`config.mk`:
```
export PLATFORM = sky130hd
export DESIGN_NAME = ext_irq_and_vector_logic
export DESIGN_NICKNAME = d
export VERILOG_FILES = /design/src/logic/ext_irq_pkg.sv /design/src/logic/ext_irq_and_vector_logic.sv
export SDC_FILE = /design/constraint.sdc
export NUM_CORES = 1
export LEC_CHECK = 0
export BUFFER_PORTS_ARGS = -buffer_cell sky130_fd_sc_hd__buf_2
export CAP_MARGIN = 20
export CORE_UTILIZATION = 52
export CTS_BUF_LIST = sky130_fd_sc_hd__clkbuf_2 sky130_fd_sc_hd__clkbuf_4 sky130_fd_sc_hd__clkbuf_8
export DETAILED_ROUTE_END_ITERATION = 12
export GPL_TIMING_DRIVEN = 0
export HOLD_SLACK_MARGIN = 0.03
export PLACE_DENSITY_LB_ADDON = 0.08
export RECOVER_POWER = 100
export SKIP_LAST_GASP = 1
export SLEW_MARGIN = 10
export SYNTH_ARGS = -nofsm -noshare
export SYNTH_HDL_FRONTEND = slang
export SYNTH_SLANG_ARGS = --single-unit
```
`constraint.sdc`:
```
create_clock -name clk_i -period 3.56 [get_ports clk_i]
set_input_delay 1.068 -clock clk_i [delete_from_list [all_inputs] [get_ports clk_i]]
set_output_delay 1.068 -clock clk_i [all_outputs]
set_load 0.02 [all_outputs]
```
`src/logic/ext_irq_pkg.sv`:
```
package ext_irq_pkg;
  // register byte addresses on the wishbone port
  localparam logic [7:0] CTRL_OFS = 8'h00;
  localparam logic [7:0] ENABLE_OFS = 8'h04;
  localparam logic [7:0] FLAG_OFS = 8'h08;
  localparam logic [7:0] MASK_LO_OFS = 8'h0C;
  localparam logic [7:0] MASK_HI_OFS = 8'h10;
  localparam logic [7:0] STATUS_OFS = 8'h14;
  // field positions
  localparam int SENSE_LO_POS = 0;
  localparam int SENSE_HI_POS = 1;
  localparam int EXT_BIT_POS = 6;
  localparam int PC_HI_BIT_POS = 5;
  localparam int PC_LO_BIT_POS = 4;
  localparam int PC_LO_WIDTH = 8;
  localparam int PC_HI_WIDTH = 4;
  localparam int PERIPH_COUNT = 13;
  localparam int VEC_COUNT = 17;
  // reset values
  localparam logic [7:0] CTRL_RESET = 8'h00;
  localparam logic [7:0] ENABLE_RESET = 8'h00;
  localparam logic [7:0] MASK_RESET = 8'h00;
  // sense encodings
  localparam logic [1:0] SENSE_LOW = 2'h0;
  localparam logic [1:0] SENSE_ANY = 2'h1;
  localparam logic [1:0] SENSE_FALL = 2'h2;
  localparam logic [1:0] SENSE_RISE = 2'h3;
  // vector addresses
  localparam logic [15:0] VEC_RESET = 16'h0000;
  localparam logic [15:0] VEC_EXT = 16'h0001;
  localparam logic [15:0] VEC_PC_LO = 16'h0002;
  localparam logic [15:0] VEC_PC_HI = 16'h0003;
  localparam logic [15:0] VEC_WATCHDOG = 16'h0004;
  localparam logic [15:0] VEC_T16_CAPT = 16'h0005;
  localparam logic [15:0] VEC_T16_OVF = 16'h0008;
  localparam logic [15:0] VEC_T8_COMPA = 16'h0009;
  localparam logic [15:0] VEC_COMPARATOR = 16'h000C;
  localparam logic [15:0] VEC_SERIAL_OVF = 16'h0010;

  typedef struct packed {
    logic cyc;
    logic stb;
    logic we;
    logic [7:0] adr;
    logic [3:0] sel;
    logic [31:0] dat;
  } wb_req_type;

  typedef struct packed {
    logic ack;
    logic [31:0] dat;
  } wb_rsp_type;
endpackage
```
`src/logic/ext_irq_and_vector_logic.sv`:
```
// How it works
// - after any reset the fetch address is 0x0000
// - external request vectors to 0x0001, pin-change low 0x0002, high 0x0003
// - watchdog 0x0004, 16-bit timer capture, compa, compb, overflow 0x0005-0x0008
// - 8-bit timer 0x0009-0x000B, comparator, adc, eeprom, serial start, overflow 0x000C-0x0010
// - pins trigger requests even when driven as outputs by the device
// - any enabled toggle on inputs 7..0 raises the low pin-change group
// - any enabled toggle on inputs 11..8 raises the high pin-change group
// - per-pin masks select contributing pins; masked toggles are ignored
// - pin-change wake comes from the same clocked toggle detection that sets the flags
// - external pin triggers on falling, rising or low level by sense bits
// - level mode keeps the request asserted while the pin stays low
// - edge detection runs only on the clock
// - low level raises wake from deep sleep
// - level wake needs the low held through start-up, else no interrupt
// - sense 00 low, 01 any change, 10 falling, 11 rising
// - pin sampled before edge detection; pulses over one clock caught
// - flags set on event, clear on vector or written one; level mode clear
// - request taken only with global and own enable; else stays pending
module ext_irq_and_vector_logic (
  input wire logic clk_i,
  input wire logic rstn_i,
  input wire ext_irq_pkg::wb_req_type wb_i,
  output ext_irq_pkg::wb_rsp_type wb_o,
  input wire logic ext_req_pin_i,
  input wire logic [11:0] pin_change_inputs_i,
  input wire logic [ext_irq_pkg::PERIPH_COUNT-1:0] periph_req_i,
  input wire logic global_ie_i,
  input wire logic vec_taken_i,
  output logic irq_req_o,
  output logic [15:0] vector_o,
  output logic [ext_irq_pkg::VEC_COUNT-1:0] vec_ack_o,
  output logic wake_o
);
  logic [1:0] rst_sync_q;
  logic rst_n;
  logic [12:0] pin_s1_q;
  logic [12:0] pin_s2_q;
  logic [12:0] pin_s3_q;
  logic [7:0] ctrl_q;
  logic [7:0] enable_q;
  logic [7:0] mask_lo_q;
  logic [7:0] mask_hi_q;
  logic ext_flag_q;
  logic pc_lo_flag_q;
  logic pc_hi_flag_q;
  ext_irq_pkg::wb_rsp_type wb_q;
  logic irq_req_q;
  logic [15:0] vector_q;
  logic [ext_irq_pkg::VEC_COUNT-1:0] vec_ack_q;
  logic wake_q;

  always_ff @(posedge clk_i or negedge rstn_i) begin
    if (!rstn_i) begin
      rst_sync_q <= 2'h0;
    end else begin
      rst_sync_q <= {rst_sync_q[0], 1'b1};
    end
  end
  assign rst_n = rst_sync_q[1];

  // pins are sampled even when driven by the device itself
  always_ff @(posedge clk_i or negedge rst_n) begin
    if (!rst_n) begin
      pin_s1_q <= 13'h1FFF;
      pin_s2_q <= 13'h1FFF;
      pin_s3_q <= 13'h1FFF;
    end else begin
      pin_s1_q <= {ext_req_pin_i, pin_change_inputs_i};
      pin_s2_q <= pin_s1_q;
      pin_s3_q <= pin_s2_q;
    end
  end

  wire logic ext_now = pin_s2_q[12];
  wire logic ext_prev = pin_s3_q[12];
  wire logic [1:0] sense = {ctrl_q[ext_irq_pkg::SENSE_HI_POS], ctrl_q[ext_irq_pkg::SENSE_LO_POS]};
  wire logic level_mode = (sense == ext_irq_pkg::SENSE_LOW);
  wire logic [11:0] pc_toggle = pin_s2_q[11:0] ^ pin_s3_q[11:0];
  wire logic pc_lo_event = |(pc_toggle[7:0] & mask_lo_q);
  wire logic pc_hi_event = |(pc_toggle[11:8] & mask_hi_q[3:0]);
  wire logic ext_event =
    (sense == ext_irq_pkg::SENSE_ANY && (ext_now ^ ext_prev)) ||
    (sense == ext_irq_pkg::SENSE_FALL && ext_prev && !ext_now) ||
    (sense == ext_irq_pkg::SENSE_RISE && !ext_prev && ext_now);
  wire logic ext_level_req = level_mode && !ext_now;

  // wishbone decode
  wire logic wb_hit = wb_i.cyc && wb_i.stb && !wb_q.ack;
  wire logic wb_wr = wb_hit && wb_i.we && wb_i.sel[0];
  wire logic wr_ctrl = wb_wr && wb_i.adr == ext_irq_pkg::CTRL_OFS;
  wire logic wr_enable = wb_wr && wb_i.adr == ext_irq_pkg::ENABLE_OFS;
  wire logic wr_flag = wb_wr && wb_i.adr == ext_irq_pkg::FLAG_OFS;
  wire logic wr_mask_lo = wb_wr && wb_i.adr == ext_irq_pkg::MASK_LO_OFS;
  wire logic wr_mask_hi = wb_wr && wb_i.adr == ext_irq_pkg::MASK_HI_OFS;
  wire logic [7:0] wdat = wb_i.dat[7:0];

  // requests in vector order, index equals vector address
  wire logic ext_en = enable_q[ext_irq_pkg::EXT_BIT_POS];
  wire logic pc_lo_en = enable_q[ext_irq_pkg::PC_LO_BIT_POS];
  wire logic pc_hi_en = enable_q[ext_irq_pkg::PC_HI_BIT_POS];
  wire logic [ext_irq_pkg::VEC_COUNT-1:0] pending = {periph_req_i,
    pc_hi_flag_q && pc_hi_en, pc_lo_flag_q && pc_lo_en,
    (ext_flag_q || ext_level_req) && ext_en, 1'b0};
  wire logic [ext_irq_pkg::VEC_COUNT-1:0] taken_mask = pending & {ext_irq_pkg::VEC_COUNT{global_ie_i}};
  wire logic [ext_irq_pkg::VEC_COUNT-1:0] winner = taken_mask & (~taken_mask + 17'h00001);
  logic [15:0] winner_vec;
  always_comb begin
    winner_vec = ext_irq_pkg::VEC_RESET;
    for (int i = ext_irq_pkg::VEC_COUNT - 1; i > 0; i--) begin
      if (taken_mask[i]) begin
        winner_vec = 16'(i);
      end
    end
  end
  wire logic [ext_irq_pkg::VEC_COUNT-1:0] exec = vec_taken_i ? vec_ack_q : '0;
  wire logic wake_d = |(pc_toggle & {mask_hi_q[3:0], mask_lo_q}) || (ext_level_req && ext_en);

  always_ff @(posedge clk_i or negedge rst_n) begin
    if (!rst_n) begin
      ctrl_q <= ext_irq_pkg::CTRL_RESET;
      enable_q <= ext_irq_pkg::ENABLE_RESET;
      mask_lo_q <= ext_irq_pkg::MASK_RESET;
      mask_hi_q <= ext_irq_pkg::MASK_RESET;
    end else begin
      if (wr_ctrl) begin
        ctrl_q <= wdat;
      end
      if (wr_enable) begin
        enable_q <= wdat & 8'h70;
      end
      if (wr_mask_lo) begin
        mask_lo_q <= wdat;
      end
      if (wr_mask_hi) begin
        mask_hi_q <= wdat & 8'h0F;
      end
    end
  end

  // flags: a set in the same cycle as a clear wins
  always_ff @(posedge clk_i or negedge rst_n) begin
    if (!rst_n) begin
      ext_flag_q <= 1'b0;
      pc_lo_flag_q <= 1'b0;
      pc_hi_flag_q <= 1'b0;
    end else begin
      ext_flag_q <= !level_mode && (ext_event ||
        (ext_flag_q && !(wr_flag && wdat[ext_irq_pkg::EXT_BIT_POS]) && !exec[1]));
      pc_lo_flag_q <= pc_lo_event ||
        (pc_lo_flag_q && !(wr_flag && wdat[ext_irq_pkg::PC_LO_BIT_POS]) && !exec[2]);
      pc_hi_flag_q <= pc_hi_event ||
        (pc_hi_flag_q && !(wr_flag && wdat[ext_irq_pkg::PC_HI_BIT_POS]) && !exec[3]);
    end
  end

  // vector output; reset holds the fetch address at zero
  always_ff @(posedge clk_i or negedge rst_n) begin
    if (!rst_n) begin
      irq_req_q <= 1'b0;
      vector_q <= ext_irq_pkg::VEC_RESET;
      vec_ack_q <= '0;
      wake_q <= 1'b0;
    end else begin
      irq_req_q <= |taken_mask && !vec_taken_i;
      vector_q <= winner_vec;
      vec_ack_q <= vec_taken_i ? '0 : winner;
      wake_q <= wake_d;
    end
  end

  wire logic [31:0] rd_data =
    (wb_i.adr == ext_irq_pkg::CTRL_OFS) ? {24'h000000, ctrl_q} :
    (wb_i.adr == ext_irq_pkg::ENABLE_OFS) ? {24'h000000, enable_q} :
    (wb_i.adr == ext_irq_pkg::FLAG_OFS) ? {24'h000000, 1'b0, ext_flag_q, pc_hi_flag_q, pc_lo_flag_q, 4'h0} :
    (wb_i.adr == ext_irq_pkg::MASK_LO_OFS) ? {24'h000000, mask_lo_q} :
    (wb_i.adr == ext_irq_pkg::MASK_HI_OFS) ? {24'h000000, mask_hi_q} :
    (wb_i.adr == ext_irq_pkg::STATUS_OFS) ? {3'h0, pin_s2_q, vector_q} : 32'h00000000;

  always_ff @(posedge clk_i or negedge rst_n) begin
    if (!rst_n) begin
      wb_q <= '0;
    end else begin
      wb_q.ack <= wb_hit;
      wb_q.dat <= wb_hit ? rd_data : 32'h00000000;
    end
  end

  assign wb_o = wb_q;
  assign irq_req_o = irq_req_q;
  assign vector_o = vector_q;
  assign vec_ack_o = vec_ack_q;
  assign wake_o = wake_q;
endmodule

```
==> reports/metrics.csv <==
stage;metric;value;unit
outcome;status;finished with violations;
outcome;violations;capacitance limit, slew limit;
clock_network;cts_made_buffers;9;
sta;whs;0.367;ns
logic_synthesis;ys_ff_latch;112;
power_and_ir_drop;p_leak;2.51;nW
sta;fin_crit_sh;87.0;%
finish;area_growth_syn_to_layout;17.9;%
finish;final_common_cell;dfrtp_1;
clock_network;htreeDepth;3;
critical_path;arrival;3.35;ns
power_and_ir_drop;power_density;442;nW/um^2
floorplanning;start_util;54.3;%
global_routing;grt-ovfl-total;0;
global_routing;grt_usage;21.4;%
logic_synthesis;synth_area;4510;um^2
logic_synthesis;syn_inst;345;
sta;hold_viol;0;
placed_design;hpwl;6650;um
clock_network;root_buffer;clkbuf_8;
drt;drt_pass1_iterations;4;
sta;max_slew.worst_pin.slew;2.14;ns
sta;max_freq;323;MHz
global_routing;antenna_found_initial;0;
logic_synthesis;avgSynthCellArea;13.1;um^2
logic_synthesis;synth.area.top_cells;dfrtp_1 (40%), dfstp_2 (23%), buf_4 (3.8%);
floorplanning;io_pins;145;
clock_network;clk-insertion-delay-late;0.37;ns
placed_design;placed_cell_area;5220;um^2
critical_path;start_kind;input port;
drt;viasPerCell;5.13;
clock_network;cts_post_setup_buffers_inserted;0;
floorplanning;dieArea;9050;um^2
sta;min_period;3.10;ns
global_routing;grt_pass1_wl;14400;um
critical_path;worstSetupPathType;input port to flip-flop;
clock_network;clockBufferDepth;2;
clock_network;cts_tree;yes;
placed_design;place.gp.congestion;0.875;
sta;finalSetupViolations;0;
clock_network;cts_sinks;112;
worst_hold_path;hp-class;flip-flop to flip-flop;
drt;drtIter0Drc;98;
logic_synthesis;synth_edf_count;0;
drt;wl_per_cell;15.5;um
finish;fin_nets;548;
drt;via_count;2979;
global_routing;grt_max_degree;57;
placed_design;port_buffers;92;
floorplanning;row_count;33;
sta;clock_skew;0.0133;ns
logic_synthesis;synth_top_area_share;40.5;%
finish;diodes;0;
floorplanning;die_w;95.1;um
drt;antenna_left;0;
finish;fill_cells;693;
floorplanning;core;8300;um^2
logic_synthesis;post_synth_num_cell_types;48;
critical_path;worstPathRequired;3.81;ns
critical_path;critPathMaxFanout;8;
finish;final_cell_mix;dfrtp_1 (73), clkbuf_1 (56), buf_2 (44);
critical_path;endpoint_kind;flip-flop;
sta;slew_headroom;-42.7;%
finish;design_area;5320;um^2
logic_synthesis;async_flop_share;100;%
logic_synthesis;ys_seq_area_share;63.2;%
clock_network;postCtsHoldBufs;0;
drt;routed_wl;9010;um
logic_synthesis;ys_warn_count;0;
floorplanning;die_h;95.1;um
drt;drc;0;
global_routing;grt_pass1_vias;2947;
sta;rsz0062_at_grt;false;
logic_synthesis;yosysTopAreaCell;dfrtp_1;
sta;drv_slew;55;
clock_network;clk_pin_slew_worst_paths;0.11;ns
logic_synthesis;ys.flop_type;dfrtp_1;
power_and_ir_drop;ir_drop;268;uV
finish;layout-drive-gt1-share;27.9;%
job;max_cap_viol_count;1;
clock_network;ctsResizeCount;0;
power_and_ir_drop;power;0.00235;W
per-stage QoR:
stage	setup TNS (ns)	utilization [%]	setup WS (ns)	cells
floorplan	0	-	0.277	367
detailed placement	0	62.9	0.346	565
finish	0	64.1	0.462	581
global placement	-59.78	62.5	-0.846	564
global route	0	64.1	0.400	581
CTS	0	65.5	0.734	581
cells by family after synthesis:
logic type	synth area share [%]
buffers and inverters	5.41
xor gates and xnor gates	2.33
AOI/OAI and AO/OA	7.07
other	0.166
DFF	63.2
muxes	8.02
and+or+nand+nor	13.8
final cells by class:
type	instances	area [um^2]	share of cell area [%]
Multi-Input combinational cell	217	1460	27.4
Tap cell	105	131	2.47
Inverter	6	22.5	0.423
Buffer	32	214	4.02
Clock buffer	9	124	2.33
Clock inverter	7	92.6	1.74
Timing Repair Buffer	93	428	8.05
Sequential cell	112	2850	53.6
power breakdown:
part           switching [W]  internal, W
Sequential         0.0000385      0.00133
Clock               0.000453     0.000347
Combinational       0.000107    0.0000772
Total               0.000599      0.00175
cell usage after synthesis, types with 5 or more instances:
master	number
mux2_4	10
nand3_1	9
nor4_1	6
mux2_2	13
and2_1	19
nand2_1	21
a22oi_1	6
buf_4	23
xor2_1	12
nand4_1	5
dfstp_2	39
a21oi_1	8
inv_1	6
dfrtp_1	73
clkbuf_1	7
nor2_1	18
flip-flops by register name, summed over array words and instances, names as in the netlist, 2 cells and up:
name	cells
wb_o	22
vec_ack_o	16
pin_s1_q	13
pin_s2_q	13
pin_s3_q	13
ctrl_q	8
mask_lo_q	8
vector_o	5
mask_hi_q	4
enable_q	3
rst_sync_q	2
critical path: stages:
cell and delay [ns]:
buf_2 0.09, or4_1 0.60, or3_1 0.41, or4_4 0.49, clkbuf_1 0.29, mux2_1 0.39
layer usage:
layer	vias up	wire, um	share of wire (%)	global-route usage, %
met4	0	140	1.6	6.94
met1	1424	3970	44	28.9
met2	121	4250	47	33.7
met5	-	0	0	0
li1	1420	-	-	-
met3	14	646	7.2	5.66
path summary, 6_finish.rpt:
path,start,end,slack [ns],cells past startpoint
max in group asynchronous,rst_sync_q[1]$_DFF_PN0_,wb_o[17]$_DFF_PN0_,1.42,0
min in group asynchronous,rstn_i,rst_sync_q[0]$_DFF_PN0_,0.46,1
worst max register to register,wb_o[32]$_DFF_PN0_,ctrl_q[6]$_DFFE_PN0P_,1.10,5
worst min-delay path,pin_s1_q[3]$_DFF_PN1_,pin_s2_q[3]$_DFF_PN1_,0.37,0
worst min register to register,pin_s1_q[3]$_DFF_PN1_,pin_s2_q[3]$_DFF_PN1_,0.37,0
worst max-delay path,wb_i[42],ctrl_q[6]$_DFFE_PN0P_,0.46,6
Power figures use the tool's default switching activity.
